==> config.mk <==
export PLATFORM = sky130hd
export DESIGN_NAME = host_serial_indicator_interface
export DESIGN_NICKNAME = d
export VERILOG_FILES = /design/src/logic/serial_pkg.sv /design/src/logic/byte_link_if.sv /design/src/logic/serial_rx.sv /design/src/logic/serial_tx.sv /design/src/logic/host_serial_indicator_interface.sv
export VERILOG_INCLUDE_DIRS = /design/src /design/src/logic
export SDC_FILE = /design/constraint.sdc
export NUM_CORES = 1
export LEC_CHECK = 0
export BUFFER_PORTS_ARGS = -buffer_cell sky130_fd_sc_hd__buf_2
export CORE_ASPECT_RATIO = 0.7
export CORE_MARGIN = 2
export CORE_UTILIZATION = 30
export DETAILED_ROUTE_END_ITERATION = 8
export PLACE_DENSITY = 0.46
export SYNTH_ARGS = -nofsm -noshare
export SYNTH_HDL_FRONTEND = slang
export SYNTH_SLANG_ARGS = --single-unit
==> constraint.sdc <==
create_clock -name clk -period 4.65 [get_ports clk]
set_input_delay 0.6975 -clock clk [delete_from_list [all_inputs] [get_ports clk]]
set_output_delay 0.6975 -clock clk [all_outputs]
set_load 0.005 [all_outputs]
==> src/logic/serial_params.svh <==
`ifndef SERIAL_PARAMS_SVH
`define SERIAL_PARAMS_SVH
// ****************************************
// timing
// ****************************************
`define CLK_HZ          20000000
`define BAUD_BPS        115200
`define BAUD_DIV_RST    16'(((`CLK_HZ) + (`BAUD_BPS) / 2) / (`BAUD_BPS))
`define TICK_MS         1
`define MS_CYC          ((`CLK_HZ) / 1000 * (`TICK_MS))
`define REPLY_MARKER_N_HOLD_BITS 20'h0000A
`define BTN_GAP_MS      10'h1F4
`define BLINK_LAST_MS   10'h3E7
`define ON_IDLE_MS      10'h00A
`define ON_BUSY_MS      10'h064
`define ON_SEND_MS      10'h1F4
`define ON_CMD_MS       10'h384
`define JOIN_PRESSES    3'h2
`define RESTORE_PRESSES 3'h4
`define CTS_MARGIN      2
`define SYNC_RST        4'h7
// ****************************************
// register offsets
// ****************************************
`define REG_CTRL        8'h00
`define REG_PKT_SIZE    8'h04
`define REG_TIMEOUT     8'h08
`define REG_FAULT_MASK  8'h0C
`define REG_FAULT_STAT  8'h10
`define REG_STATUS      8'h14
`define REG_IRQ_STAT    8'h18
`define REG_IRQ_MASK    8'h1C
`define REG_BAUD_DIV    8'h20
// ****************************************
// fields and reset values
// ****************************************
`define CTRL_ACK_EN     0
`define FLT_OVERRUN     0
`define FLT_FRAMING     1
`define FLT_RETRY       2
`define IRQ_EMPTY       0
`define IRQ_FAULT       1
`define IRQ_CMD         2
`define IRQ_BTN         3
`define PKT_SIZE_RST    8'h20
`define TIMEOUT_RST     8'h10
`define FMASK_RST       3'h7
`define IMASK_RST       4'h0
`endif

==> src/logic/serial_pkg.sv <==
package serial_pkg;
  typedef enum logic [1:0] {TX_IDLE, TX_SEND, TX_WAIT_ACK} send_state_t;
endpackage

==> src/logic/byte_link_if.sv <==
`timescale 1ns/1ps
`default_nettype none
interface byte_link_if;
  logic [7:0] data;
  logic       valid;
  logic       ready;
  modport src (output data, output valid, input ready);
  modport snk (input data, input valid, output ready);
endinterface
`default_nettype wire

==> src/logic/serial_rx.sv <==
`timescale 1ns/1ps
`default_nettype none
module serial_rx (
  input  wire logic        clk,
  input  wire logic        nrst,
  input  wire logic        rxd,
  input  wire logic [15:0] bit_div,
  byte_link_if.src         link,
  output logic             ferr
);
  logic        busy_ff, nxt_busy, valid_ff, nxt_valid, ferr_ff, nxt_ferr;
  logic [15:0] cnt_ff, nxt_cnt;
  logic [3:0]  bitn_ff, nxt_bitn;
  logic [7:0]  sh_ff, nxt_sh;

  // start, 8 bits lsb first, stop sampled mid bit
  always_comb begin
    nxt_busy = busy_ff;
    nxt_cnt = cnt_ff;
    nxt_bitn = bitn_ff;
    nxt_sh = sh_ff;
    nxt_valid = 1'b0;
    nxt_ferr = 1'b0;
    if (!busy_ff) begin
      if (!rxd) begin
        nxt_busy = 1'b1;
        nxt_cnt = bit_div >> 1;
        nxt_bitn = 4'h0;
      end
    end else if (cnt_ff == 16'h0000) begin
      nxt_cnt = bit_div - 16'h0001;
      if (bitn_ff == 4'h0) begin
        if (rxd) nxt_busy = 1'b0;  // glitch, not a start bit
        else nxt_bitn = 4'h1;
      end else if (bitn_ff <= 4'h8) begin
        nxt_sh = {rxd, sh_ff[7:1]};
        nxt_bitn = bitn_ff + 4'h1;
      end else begin
        nxt_busy = 1'b0;
        nxt_valid = rxd;
        nxt_ferr = !rxd;
      end
    end else begin
      nxt_cnt = cnt_ff - 16'h0001;
    end
  end

  always_ff @(posedge clk) begin
    if (!nrst) begin
      busy_ff <= 1'b0;
      cnt_ff <= 16'h0000;
      bitn_ff <= 4'h0;
      sh_ff <= 8'h00;
      valid_ff <= 1'b0;
      ferr_ff <= 1'b0;
    end else begin
      busy_ff <= nxt_busy;
      cnt_ff <= nxt_cnt;
      bitn_ff <= nxt_bitn;
      sh_ff <= nxt_sh;
      valid_ff <= nxt_valid;
      ferr_ff <= nxt_ferr;
    end
  end

  assign link.data = sh_ff;
  assign link.valid = valid_ff;
  assign ferr = ferr_ff;
endmodule
`default_nettype wire

==> src/logic/serial_tx.sv <==
`timescale 1ns/1ps
`default_nettype none
module serial_tx (
  input  wire logic        clk,
  input  wire logic        nrst,
  input  wire logic [15:0] bit_div,
  byte_link_if.snk         link,
  output logic             txd
);
  logic [9:0]  sh_ff, nxt_sh;
  logic [3:0]  n_ff, nxt_n;
  logic [15:0] cnt_ff, nxt_cnt;
  logic        txd_ff, nxt_txd;

  // frame is stop, data lsb first, start; shifted out from bit 0
  always_comb begin
    nxt_sh = sh_ff;
    nxt_n = n_ff;
    nxt_cnt = cnt_ff;
    if (n_ff == 4'h0) begin
      if (link.valid) begin
        nxt_sh = {1'b1, link.data, 1'b0};
        nxt_n = 4'hA;
        nxt_cnt = bit_div - 16'h0001;
      end
    end else if (cnt_ff == 16'h0000) begin
      nxt_sh = {1'b1, sh_ff[9:1]};
      nxt_n = n_ff - 4'h1;
      nxt_cnt = bit_div - 16'h0001;
    end else begin
      nxt_cnt = cnt_ff - 16'h0001;
    end
    nxt_txd = (nxt_n != 4'h0) ? nxt_sh[0] : 1'b1;
  end

  always_ff @(posedge clk) begin
    if (!nrst) begin
      sh_ff <= 10'h3FF;
      n_ff <= 4'h0;
      cnt_ff <= 16'h0000;
      txd_ff <= 1'b1;
    end else begin
      sh_ff <= nxt_sh;
      n_ff <= nxt_n;
      cnt_ff <= nxt_cnt;
      txd_ff <= nxt_txd;
    end
  end

  assign link.ready = (n_ff == 4'h0);
  assign txd = txd_ff;
endmodule
`default_nettype wire

==> src/logic/host_serial_indicator_interface.sv <==
// Notes on behaviour
// - buffer-empty high when input buffer is empty
// - with ack on, empty waits for ack/retry fault
// - enabled exception types raise the fault output
// - reading fault status drops the fault output
// - reply marker low while output carries replies
// - one serial output for replies and air data
// - mode-select low: input bytes are commands
// - mode-select high: input bytes are payload
// - clear-to-send low only when room remains
// - reset low holds device in reset
// - power-down low stops intake, new packets, new serial frames and presses; registers still work
// - activity pulse length encodes operating state
// - payload bytes never reach the command path
// - launch packet on byte count or idle timeout
`timescale 1ns/1ps
`default_nettype none
`include "serial_params.svh"
module host_serial_indicator_interface #(
  parameter int DEPTH     = 64,
  parameter int MS_CYCLES = `MS_CYC
) (
  input  wire logic        clk,
  input  wire logic        nrst,
  input  wire logic        serial_in,
  input  wire logic        mode_sel_n,
  input  wire logic        power_down_n,
  input  wire logic        button_in,
  output logic             serial_out,
  output logic             tx_buffer_empty,
  output logic             fault_flag_out,
  output logic             reply_marker_n,
  output logic             cts_n,
  output logic             activity_indicator,
  output logic             irq,
  input  wire logic [7:0]  reg_addr,
  input  wire logic [31:0] reg_wdata,
  input  wire logic        reg_wr,
  input  wire logic        reg_rd,
  output logic      [31:0] reg_rdata,
  output logic      [7:0]  radio_data,
  output logic             radio_valid,
  output logic             radio_last,
  input  wire logic        radio_ready,
  input  wire logic        radio_ack,
  input  wire logic        radio_retry_fail,
  input  wire logic [7:0]  air_data,
  input  wire logic        air_valid,
  input  wire logic [7:0]  reply_data,
  input  wire logic        reply_valid,
  output logic      [7:0]  cmd_data,
  output logic             cmd_valid,
  output logic             join_req,
  output logic             restore_req
);
  localparam int AW = $clog2(DEPTH);
  localparam int CW = AW + 1;
  localparam int MW = $clog2(MS_CYCLES);

  // ****************************************
  // pin synchronisers and serial engines
  // ****************************************
  logic [3:0] sync1_ff, sync2_ff;
  logic       rx_s, mode_s, run, btn_s, ferr;
  byte_link_if rx_l ();
  byte_link_if tx_l ();
  logic [15:0] baud_div_ff;

  always_ff @(posedge clk) begin
    if (!nrst) begin
      sync1_ff <= `SYNC_RST;
      sync2_ff <= `SYNC_RST;
    end else begin
      sync1_ff <= {button_in, power_down_n, mode_sel_n, serial_in};
      sync2_ff <= sync1_ff;
    end
  end
  assign rx_s = sync2_ff[0];
  assign mode_s = sync2_ff[1];
  assign run = sync2_ff[2];
  assign btn_s = sync2_ff[3];
  assign rx_l.ready = 1'b1;

  serial_rx u_rx (.clk(clk), .nrst(nrst), .rxd(rx_s), .bit_div(baud_div_ff), .link(rx_l), .ferr(ferr));
  serial_tx u_tx (.clk(clk), .nrst(nrst), .bit_div(baud_div_ff), .link(tx_l), .txd(serial_out));

  // ****************************************
  // payload buffer and packet launch
  // ****************************************
  logic [7:0]  mem [DEPTH];
  logic [AW-1:0] wr_ff, nxt_wr, rd_ff, nxt_rd;
  logic [CW-1:0] count_ff, nxt_count;
  logic [7:0]  left_ff, nxt_left, idle_ms_ff, nxt_idle, pkt_size_ff, timeout_ff;
  logic [7:0]  nxt_radio_data;
  logic        nxt_radio_valid, nxt_radio_last, nxt_empty, nxt_cts_n, ack_en_ff, ms_tick_ff;
  logic        push, pop, overrun;
  serial_pkg::send_state_t state_ff, nxt_state;

  assign push = rx_l.valid && mode_s && run && (count_ff < CW'(DEPTH));
  assign overrun = rx_l.valid && mode_s && run && (count_ff >= CW'(DEPTH));

  // packet assembly; buffer word leaves only when the radio takes it
  always_comb begin
    nxt_state = state_ff;
    nxt_rd = rd_ff;
    nxt_wr = push ? wr_ff + AW'(1) : wr_ff;
    nxt_left = left_ff;
    nxt_radio_valid = radio_valid;
    nxt_radio_data = radio_data;
    nxt_radio_last = radio_last;
    nxt_idle = idle_ms_ff;
    pop = 1'b0;
    if (push) nxt_idle = 8'h00;
    else if (ms_tick_ff && idle_ms_ff != 8'hFF) nxt_idle = idle_ms_ff + 8'h01;
    case (state_ff)
      serial_pkg::TX_IDLE: begin
        if (run && count_ff != '0 && (8'(count_ff) >= pkt_size_ff || idle_ms_ff >= timeout_ff)) begin
          nxt_state = serial_pkg::TX_SEND;
          nxt_left = (pkt_size_ff == 8'h00 || 8'(count_ff) < pkt_size_ff) ? 8'(count_ff) : pkt_size_ff;
          nxt_radio_valid = 1'b1;
          nxt_radio_data = mem[rd_ff];
          nxt_radio_last = (nxt_left == 8'h01);
        end
      end
      serial_pkg::TX_SEND: begin
        if (radio_valid && radio_ready) begin
          pop = 1'b1;
          nxt_rd = rd_ff + AW'(1);
          nxt_left = left_ff - 8'h01;
          if (left_ff == 8'h01) begin
            nxt_radio_valid = 1'b0;
            nxt_radio_last = 1'b0;
            nxt_state = ack_en_ff ? serial_pkg::TX_WAIT_ACK : serial_pkg::TX_IDLE;
          end else begin
            nxt_radio_data = mem[nxt_rd];
            nxt_radio_last = (left_ff == 8'h02);
          end
        end
      end
      serial_pkg::TX_WAIT_ACK: begin
        if (radio_ack || radio_retry_fail) nxt_state = serial_pkg::TX_IDLE;
      end
      default: nxt_state = serial_pkg::TX_IDLE;
    endcase
    nxt_count = CW'(count_ff + CW'(push) - CW'(pop));
    nxt_empty = (nxt_count == '0) && (nxt_state != serial_pkg::TX_WAIT_ACK);
    // margin covers a byte already on the wire when the flag flips
    nxt_cts_n = !(run && nxt_count < CW'(DEPTH - `CTS_MARGIN));
  end

  always_ff @(posedge clk) begin
    if (push) mem[wr_ff] <= rx_l.data;
  end

  always_ff @(posedge clk) begin
    if (!nrst) begin
      state_ff <= serial_pkg::TX_IDLE;
      wr_ff <= '0;
      rd_ff <= '0;
      count_ff <= '0;
      left_ff <= 8'h00;
      idle_ms_ff <= 8'h00;
      radio_valid <= 1'b0;
      radio_data <= 8'h00;
      radio_last <= 1'b0;
      tx_buffer_empty <= 1'b1;
      cts_n <= 1'b1;
    end else begin
      state_ff <= nxt_state;
      wr_ff <= nxt_wr;
      rd_ff <= nxt_rd;
      count_ff <= nxt_count;
      left_ff <= nxt_left;
      idle_ms_ff <= nxt_idle;
      radio_valid <= nxt_radio_valid;
      radio_data <= nxt_radio_data;
      radio_last <= nxt_radio_last;
      tx_buffer_empty <= nxt_empty;
      cts_n <= nxt_cts_n;
    end
  end

  // ****************************************
  // serial output: replies and air data
  // ****************************************
  logic [7:0]  rep_ff, air_ff;
  logic        rep_full_ff, air_full_ff, nxt_rep_full, nxt_air_full, nxt_marker;
  logic        load, sel_rep;
  logic [19:0] hold_ff, nxt_hold;

  // air bytes wait while the marker is low so it never mislabels one
  assign sel_rep = rep_full_ff;
  assign tx_l.valid = run && (rep_full_ff || (air_full_ff && reply_marker_n));
  assign tx_l.data = sel_rep ? rep_ff : air_ff;
  assign load = tx_l.valid && tx_l.ready;

  always_comb begin
    nxt_rep_full = (rep_full_ff && !(load && sel_rep)) || reply_valid;
    nxt_air_full = (air_full_ff && !(load && !sel_rep)) || air_valid;
    nxt_marker = reply_marker_n;
    nxt_hold = hold_ff;
    if (load && sel_rep) begin
      nxt_marker = 1'b0;
      nxt_hold = 20'(`REPLY_MARKER_N_HOLD_BITS * baud_div_ff);
    end else if (!reply_marker_n && tx_l.ready && !rep_full_ff) begin
      if (hold_ff != 20'h00000) nxt_hold = hold_ff - 20'h00001;
      else nxt_marker = 1'b1;
    end
  end

  always_ff @(posedge clk) begin
    if (!nrst) begin
      rep_full_ff <= 1'b0;
      air_full_ff <= 1'b0;
      rep_ff <= 8'h00;
      air_ff <= 8'h00;
      reply_marker_n <= 1'b1;
      hold_ff <= 20'h00000;
    end else begin
      rep_full_ff <= nxt_rep_full;
      air_full_ff <= nxt_air_full;
      if (reply_valid) rep_ff <= reply_data;
      if (air_valid) air_ff <= air_data;
      reply_marker_n <= nxt_marker;
      hold_ff <= nxt_hold;
    end
  end

  // ****************************************
  // registers, faults and interrupt
  // ****************************************
  logic [2:0] fault_ev, fmask_ff, fstat_ff, nxt_fstat, nxt_fmask;
  logic [3:0] irq_ev, istat_ff, imask_ff, nxt_istat, nxt_imask;
  logic [7:0] nxt_pkt, nxt_tmo;
  logic [15:0] nxt_baud;
  logic [31:0] nxt_rdata;
  logic       nxt_ack_en, nxt_fault, nxt_irq, nxt_cmd_valid, fault_rd, btn_ev;

  assign fault_ev = {radio_retry_fail && state_ff == serial_pkg::TX_WAIT_ACK, ferr, overrun};
  assign fault_rd = reg_rd && (reg_addr == `REG_FAULT_STAT);
  assign irq_ev = {btn_ev, nxt_cmd_valid, |fault_ev, nxt_empty && !tx_buffer_empty};
  assign nxt_cmd_valid = rx_l.valid && !mode_s && run;

  // status bits: a new event in the clearing cycle survives
  always_comb begin
    nxt_ack_en = ack_en_ff;
    nxt_pkt = pkt_size_ff;
    nxt_tmo = timeout_ff;
    nxt_fmask = fmask_ff;
    nxt_imask = imask_ff;
    nxt_baud = baud_div_ff;
    nxt_istat = istat_ff;
    nxt_rdata = 32'h00000000;
    if (restore_req) begin
      nxt_ack_en = 1'b0;
      nxt_pkt = `PKT_SIZE_RST;
      nxt_tmo = `TIMEOUT_RST;
      nxt_fmask = `FMASK_RST;
      nxt_baud = `BAUD_DIV_RST;
    end else if (reg_wr) begin
      if (reg_addr == `REG_CTRL) nxt_ack_en = reg_wdata[`CTRL_ACK_EN];
      else if (reg_addr == `REG_PKT_SIZE) nxt_pkt = reg_wdata[7:0];
      else if (reg_addr == `REG_TIMEOUT) nxt_tmo = reg_wdata[7:0];
      else if (reg_addr == `REG_FAULT_MASK) nxt_fmask = reg_wdata[2:0];
      else if (reg_addr == `REG_IRQ_STAT) nxt_istat = istat_ff & ~reg_wdata[3:0];
      else if (reg_addr == `REG_IRQ_MASK) nxt_imask = reg_wdata[3:0];
      else if (reg_addr == `REG_BAUD_DIV) nxt_baud = reg_wdata[15:0];
    end
    nxt_istat = nxt_istat | irq_ev;
    nxt_fstat = (fault_rd ? 3'h0 : fstat_ff) | fault_ev;
    nxt_fault = (|(fault_ev & fmask_ff)) || (fault_flag_out && !fault_rd);
    nxt_irq = |(nxt_istat & nxt_imask);
    if (reg_rd) begin
      if (reg_addr == `REG_CTRL) nxt_rdata = 32'(ack_en_ff);
      else if (reg_addr == `REG_PKT_SIZE) nxt_rdata = 32'(pkt_size_ff);
      else if (reg_addr == `REG_TIMEOUT) nxt_rdata = 32'(timeout_ff);
      else if (reg_addr == `REG_FAULT_MASK) nxt_rdata = 32'(fmask_ff);
      else if (reg_addr == `REG_FAULT_STAT) nxt_rdata = 32'(fstat_ff);
      else if (reg_addr == `REG_STATUS)
        nxt_rdata = 32'({state_ff, 8'(count_ff), tx_buffer_empty, cts_n, fault_flag_out, !mode_s});
      else if (reg_addr == `REG_IRQ_STAT) nxt_rdata = 32'(istat_ff);
      else if (reg_addr == `REG_IRQ_MASK) nxt_rdata = 32'(imask_ff);
      else if (reg_addr == `REG_BAUD_DIV) nxt_rdata = 32'(baud_div_ff);
    end
  end

  always_ff @(posedge clk) begin
    if (!nrst) begin
      ack_en_ff <= 1'b0;
      pkt_size_ff <= `PKT_SIZE_RST;
      timeout_ff <= `TIMEOUT_RST;
      fmask_ff <= `FMASK_RST;
      imask_ff <= `IMASK_RST;
      baud_div_ff <= `BAUD_DIV_RST;
      istat_ff <= 4'h0;
      fstat_ff <= 3'h0;
      fault_flag_out <= 1'b0;
      irq <= 1'b0;
      reg_rdata <= 32'h00000000;
      cmd_valid <= 1'b0;
      cmd_data <= 8'h00;
    end else begin
      ack_en_ff <= nxt_ack_en;
      pkt_size_ff <= nxt_pkt;
      timeout_ff <= nxt_tmo;
      fmask_ff <= nxt_fmask;
      imask_ff <= nxt_imask;
      baud_div_ff <= nxt_baud;
      istat_ff <= nxt_istat;
      fstat_ff <= nxt_fstat;
      fault_flag_out <= nxt_fault;
      irq <= nxt_irq;
      reg_rdata <= nxt_rdata;
      cmd_valid <= nxt_cmd_valid;
      if (nxt_cmd_valid) cmd_data <= rx_l.data;
    end
  end

  // ****************************************
  // millisecond tick, button, activity
  // ****************************************
  logic [MW-1:0] ms_cnt_ff, nxt_ms_cnt;
  logic [9:0]    gap_ff, nxt_gap, blink_ff, nxt_blink, on_ms;
  logic [2:0]    presses_ff, nxt_presses;
  logic          btn_db_ff, press, nxt_join, nxt_restore, nxt_act;

  assign press = ms_tick_ff && btn_s && !btn_db_ff;  // sampling at 1 ms rides out bounce
  assign btn_ev = join_req || restore_req;

  always_comb begin
    nxt_ms_cnt = (ms_cnt_ff == MW'(MS_CYCLES - 1)) ? '0 : ms_cnt_ff + MW'(1);
    nxt_presses = presses_ff;
    nxt_gap = gap_ff;
    nxt_join = 1'b0;
    nxt_restore = 1'b0;
    if (!run) begin
      nxt_presses = 3'h0;
      nxt_gap = 10'h000;
    end else if (press) begin
      nxt_presses = (presses_ff == 3'h7) ? presses_ff : presses_ff + 3'h1;
      nxt_gap = 10'h000;
    end else if (ms_tick_ff && presses_ff != 3'h0) begin
      if (gap_ff == `BTN_GAP_MS) begin
        nxt_join = (presses_ff == `JOIN_PRESSES);
        nxt_restore = (presses_ff == `RESTORE_PRESSES);
        nxt_presses = 3'h0;
        nxt_gap = 10'h000;
      end else begin
        nxt_gap = gap_ff + 10'h001;
      end
    end
    nxt_blink = blink_ff;
    if (ms_tick_ff) nxt_blink = (blink_ff == `BLINK_LAST_MS) ? 10'h000 : blink_ff + 10'h001;
    if (!mode_s) on_ms = `ON_CMD_MS;
    else if (state_ff != serial_pkg::TX_IDLE) on_ms = `ON_SEND_MS;
    else if (count_ff != '0) on_ms = `ON_BUSY_MS;
    else on_ms = `ON_IDLE_MS;
    nxt_act = run && (blink_ff < on_ms);
  end

  always_ff @(posedge clk) begin
    if (!nrst) begin
      ms_cnt_ff <= '0;
      ms_tick_ff <= 1'b0;
      btn_db_ff <= 1'b0;
      presses_ff <= 3'h0;
      gap_ff <= 10'h000;
      blink_ff <= 10'h000;
      join_req <= 1'b0;
      restore_req <= 1'b0;
      activity_indicator <= 1'b0;
    end else begin
      ms_cnt_ff <= nxt_ms_cnt;
      ms_tick_ff <= (ms_cnt_ff == MW'(MS_CYCLES - 1));
      if (ms_tick_ff) btn_db_ff <= btn_s;
      presses_ff <= nxt_presses;
      gap_ff <= nxt_gap;
      blink_ff <= nxt_blink;
      join_req <= nxt_join;
      restore_req <= nxt_restore;
      activity_indicator <= nxt_act;
    end
  end
endmodule
`default_nettype wire

==> summary.md, run 1 <==
| Metric | Value |
|---|---|
| HP Class | primary input to flip-flop |
| Total power per unit cell area | 407 mW/mm^2 |
| Synth Register Bits | 793 |
| GRT Resource Usage Total | 17.8% |
| Placed Area | 0.0414 sq mm |
| RSZ-0062 raised after global routing | false |
| WL/cell | 23.7 um |
| Internal | around 13 mW |
| Largest net degree at the start of global routing | 69 |
| Final wirelength | 120000 um |
| Core Area | 0.128 sq mm |
| Worst-path fanout max | 10 |
| Input/output buffers | 96 |
| Die width | 434 um |
| TritonRoute pass-1 iters | 6 |
| Worst slack, placed | around 900 ps |
| Post-route ant nets | 0 |
| Synth Instances | 3173 |
| Postcts setup bufs | 0 |
| EDFF count, synth | 512 |
| Commonest non-fill, non-tap cells in the layout | 512 x edfxtp_1, 288 x nor2_1, 270 x dfxtp_1 |
| Worst skew pair latency | between 600 and 700 ps |
| Via count | around 27k |
| Design area | 0.0444 sq mm |
| Arr. time, crit path | 4310 ps |
| Asr flop ratio synth | 0% |
| VDD IR-drop max | 0.270 mV |
| DP HPWL | 80500 um |
| First-pass GRT wire length | 175000 um |
| Setup TNS | 0 ps |
| Yosys cell types | 87 |
| Hold buffer count at cts | 0 |
| Worst Setup Path Type | flip-flop to flip-flop |
| Sw frac | 28.4% |
| Clock sink count | approximately 800 |
| Final Hold Viols | 0 |
| ANT cells | 0 |
| CTS tree | yes |
| Multi-input gate area | 0.0169 sq mm |
| Num CTS Buffers | 87 |
| Die ar. | roughly 0.13 sq mm |
| Worst slew margin | 22.0% |
| CTS HTree Levels | 3 |
| Seq pwr share | 44.0% |
| Crit end category | flip-flop |
| Total chip power | approximately 18 mW |
| Core Util, Final | 34.5% |
| Max-cap viol count | 0 |
| Synth Cell Area | 0.0388 sq mm |
| Cell row count | 110 |
| Startpoint types | flip-flop |
| Primary FF master, synth | edfxtp_1 |
| Antenna violations before repair | 3 |
| Placed instance count | 4891 |
| Register area share after synthesis | 54.1% |
| Clock Path Buffers | 3 |
| Final min period | 3730 ps |
| Initial core utilization | between 30% and 40% |
| Clock Skew | 28.5 ps |
| Outcome | completed |
| Final Cycle Share | about four fifths |
| FMAX | 0.268 GHz |
| Slew @ Worst Pin | 1170 ps |
| Layout net count | 3398 |
| # resized after CTS | 0 |
| Fin cells | 5052 |
| Leakage | 14.6 nW |
| Layout area overhead | 14.3% |
| Worst hold slack | 204 ps |
| Final setup viols | 0 |
| CTS Root Cell | clkbuf_16 |
| Layout cell share with drive strength beyond 1 | between 10% and 20% |
| Final setup margin | 924 ps |
| Filler cells | 12.5k |
| DR iter-0 viols | around 2.6k |
| Critical Path RT | 5230 ps |
| Switching Power | 5.12 mW |
| FF/Latch Area | ~0.021 sq mm |
| Grt ovf | 0 |
| Clock transition at path regs | 60 ps |
| Vias per std cell | ~5.3 |
| Avg Cell Area, Syn | between 10 and 15 sq um |
| Vias in the first global route | 25.2k |
| Synth Warn # | 0 |
| Io pins | 129 |
| Clock power share | between 30 and 40% |
| Die H | 305 um |
| GP Congestion | ~0.9 |
| Max Slew Vio Count | 0 |
| Combinational share of power | 16.2% |
| # DRC | 0 |
| Commonest non-fill, non-tap cell in the layout | edfxtp_1 |
-- sequential cells by signal, indices dropped and copies added (netlist names), 10 cells and up, named ones only --
register and count:
u_tx.cnt_ff 16, baud_div_ff 16, blink_ff 10, u_rx.cnt_ff 16
ms_cnt_ff 15, reg_rdata 16, hold_ff 20, mem 512
gap_ff 10, u_tx.sh_ff 10
-- per-layer routing --
metal	up-vias	global-route usage [%]	share of wire, %
li1	12300	-	-
met5	-	0	0
met2	713	24.6	41
met3	140	3.79	6.6
met1	13400	28.2	51
met4	0	3.46	1.6
-- synth_stat cells, types with 41 or more instances --
library cell / instances / area (sq um)
edfxtp_1: 512 / 15400
nor2_1: 289 / 1080
dfxtp_1: 281 / 5630
nand2_1: 248 / 931
mux2i_1: 236 / 2360
a21oi_1: 204 / 1020
mux4_2: 193 / 4350
clkbuf_1: 141 / 529
nand3_1: 111 / 556
ha_1: 83 / 1040
o21ai_0: 80 / 400
a211oi_1: 68 / 510
inv_1: 58 / 218
xor2_1: 56 / 490
nand4_1: 55 / 344
nor2b_1: 51 / 319
a22oi_1: 45 / 338
nor3_1: 41 / 205
-- path summary, 6_finish.rpt --
kind	cells after the start	from	endpoint	slack (ps)
worst max-delay path	16	sync2_ff[2]	irq	920
worst min-delay path	2	mode_sel_n	sync1_ff[1]	200
worst max register to register	16	sync2_ff[2]	irq	920
worst min register to register	1	sync1_ff[0]	sync2_ff[0]	410
-- worst max-delay path, cell delays in order (launching register included) --
cell and delay (ps):
dfxtp_1 310, buf_4 240, nand3_1 180, nor2_1 350
inv_1 160, ha_1 310, inv_1 50, ha_1 180
inv_1 70, fa_1 430, nor2b_1 180, o311a_1 210
a21oi_1 90, nor3_1 230, nand4_1 190, a2bb2oi_1 190
o31ai_1 260
-- final cells by class --
| type | count | share of cell area [%] |
|---|---|---|
| clock buffer | 112 | 5.26 |
| multi-input combinational | 2130 | 38.0 |
| clock inverter | 49 | 1.33 |
| sequential | 793 | 47.4 |
| inverter | 61 | 0.522 |
| timing repair buffer | 171 | 2.56 |
| tap | 1736 | 4.90 |
-- power by group through the flow --
stage | clock, mW | combinational, mW | sequential, mW
floorplan | 0 | 2.09 | 7.99
global placement | 0 | 2.89 | 8.09
detailed placement | 0 | 2.89 | 8.09
CTS | 7.34 | 2.91 | 7.95
global route | 7.62 | 3.24 | 7.98
finish | 7.18 | 2.92 | 7.95
-- cells by family after synthesis --
group,Yosys count,share of synthesized area [%]
fa+ha+maj,85,2.78
compound gates,552,9.09
mux,437,17.5
flops,793,54.1
simple gates,947,11.6
other cells,1,0.00967
xor+xnor,93,2.10
buf+inv,265,2.74
Power figures use the tool's default switching activity.
==> run 2, diff against run 1 <==
- clock period: 4.65 -> 3.6 ns (I/O delays scaled with it)
==> run 2 against run 1 <==
  * Combinational power up 32%
  * Register-to-register slack worse by 450 ps
  * Critical path depth down 1
  * Clock power up 29%
  * Sequential share of layout area down 0.93 points
  * Clock skew up 9.7 ps
  * Core utilization up 0.69 points
  * Global-route usage up 0.53 points
  * Worst setup slack worse by 450 ps
  * Final area up 2.0%
  * Largest power group unchanged
==> summary.md, run 2 (synthesis gave the netlist of run 1 again) <==
| Metric | Value |
|---|---|
| CTS tree | yes |
| Layout area overhead | 16.6% |
| Input/output buffers | 96 (unchanged) |
| Hold_sp | serial_in |
| Final Cycle Share | 86.9% (+6.8 points) |
| R2R Path Start | sync2_ff[1] |
| WL/cell | 23.8 um (+0.34%) |
| Commonest non-fill, non-tap cells in the layout | 512 x edfxtp_1, 288 x nor2_1, 270 x dfxtp_1 |
| Total power per unit cell area | 516 mW/mm^2 (+27%) |
| GP Congestion | 0.882 (-0.79%) |
| Io pins | 129 (unchanged) |
| R2r setup slk | 470 ps (-450 ps) |
| Final setup viols | 0 (unchanged) |
| Max reg flops | 512 (unchanged) |
| VDD IR-drop max | 0.387 mV (+43%) |
| Worst Hold Depth | 2 (unchanged) |
| Crit end category | flip-flop |
| Layout net count | 3504 (+3.1%) |
| Leakage | 15.2 nW (+4.2%) |
| Commonest non-fill, non-tap cell in the layout | edfxtp_1 |
| Critical Path RT | 4190 ps (-1040 ps) |
| Core Area | 0.128 sq mm (unchanged) |
| CTS HTree Levels | 3 (unchanged) |
| GRT Resource Usage Total | 18.4% (+0.53 points) |
| Clock Skew | 38.2 ps (+9.67 ps) |
| Reg with most FFs | mem |
| Startpoint types | flip-flop |
| Die ar. | 0.132 sq mm (unchanged) |
| RSZ-0062 raised after global routing | false |
| Top Registers | mem x512, hold_ff x20 |
| Setup TNS | 0 ps (unchanged) |
| Final min period | 3130 ps (-597 ps) |
| Die H | 305 um (unchanged) |
| Max Slew Vio Count | 0 (unchanged) |
| Core Util, Final | 35.2% (+0.69 points) |
| Clock Path Buffers | 3 (unchanged) |
| Worst-path fanout max | 3 (-7) |
| Cell row count | 110 (unchanged) |
| Arr. time, crit path | 3720 ps (-590 ps) |
| Vias per std cell | 5.25 (-0.21%) |
| Vias in the first global route | 25.8k (+2.5%) |
| Initial core utilization | 30.2% (unchanged) |
| Layout cell share with drive strength beyond 1 | 19.3% (+2.8 points) |
| Antenna violations before repair | 0 (-3) |
| DR iter-0 viols | 2671 (+3.4%) |
| Critical R2R Capture | irq |
| Largest net degree at the start of global routing | 67 (-2.9%) |
| HP Class | primary input to flip-flop |
| Grt ovf | 0 (unchanged) |
| DP HPWL | 84900 um (+5.5%) |
| Die width | 434 um (unchanged) |
| Worst skew pair latency | 710 ps (+20 ps) |
| # DRC | 0 (unchanged) |
| Worst-case reg-to-reg path depth | 15 (-1) |
| CP startpoint | sync2_ff[1] |
| First-pass GRT wire length | 180000 um (+2.8%) |
| Clock sink count | 793 (unchanged) |
| Final Hold Viols | 0 (unchanged) |
| Max-cap viol count | 0 (unchanged) |
| Worst Setup Path Type | flip-flop to flip-flop |
| Post-route ant nets | 0 (unchanged) |
| Via count | 27.1k (+1.9%) |
| Slew @ Worst Pin | 1170 ps (-2.47 ps) |
| Clock transition at path regs | 60 ps (about the same) |
| Worst slew margin | 21.8% (-0.12 points) |
| TritonRoute pass-1 iters | 7 (+1) |
| Sink of the worst hold path | sync1_ff[0] |
| CTS Root Cell | clkbuf_16 |
| Num CTS Buffers | 87 (unchanged) |
| Final wirelength | 123000 um (+2.4%) |
| FMAX | 0.320 GHz (+19%) |
| Outcome | completed |
## run 2: metrics by stage
step	setup WS, ps	cell area (sq um)	std cells	hold WS [ps]	power (mW)
floorplan	193	38900	3188	386	13.0
global placement	221	42300	4996	397	14.3
detailed placement	258	42300	4996	391	14.3
CTS	418	45200	5157	6.33	23.6
global route	185	45200	5157	27.1	24.4
finish	471	45200	5158	49.8	23.4
## run 2: worst max path at each step
stage / to / slack [ps] / cells after the start
2_1_floorplan: irq / 190 / 16
3_3_place_gp: irq / 220 / 15
3_5_place_dp: irq / 260 / 15
4_1_cts: irq / 420 / 15
5_1_grt: irq / 180 / 15
6_report: irq / 470 / 15
## run 2: worst max-delay path, cell delays in order (launching register included)
cell,delay (ps)
dfxtp_1,340
nand3_1,110
nor2_1,180
inv_1,90
ha_1,280
inv_1,40
ha_1,200
inv_1,80
fa_1,210
nor2b_1,70
o311a_1,320
a221o_1,350
nor2_1,180
nand4_1,190
a2bb2oi_1,190
o31ai_1,210
## run 2: where the power goes
part	total, mW	switching [mW]	internal, mW
Sequential	10.3	0.356	9.90
Combinational	3.86	2.38	1.49
Clock	9.23	3.89	5.34
Total	23.4	6.62	16.7
## run 2: layout make-up
type	count	area, sq um
clock buffer	122	2480
timing repair buffer	277	2010
fill	12500	83200
multi-input combinational	2130	16900
tap	1736	2170
clock inverter	38	464
inverter	61	231
antenna	1	2.50
sequential	793	21000
## run 2: what timing repair did
action | in CTS | in global routing
hold buffers | 1 | 0
setup buffers | 0 | 0
gates resized for setup | 0 | 0
hold endpoints to repair | 1 | 0
## run 2: routing by layer
layer  global-route usage [%]  share of wire [%]
met1                     29.6                 51
met2                     25.0                 41
met3                     3.67                6.9
met4                     3.49                1.5
met5                        0                  0
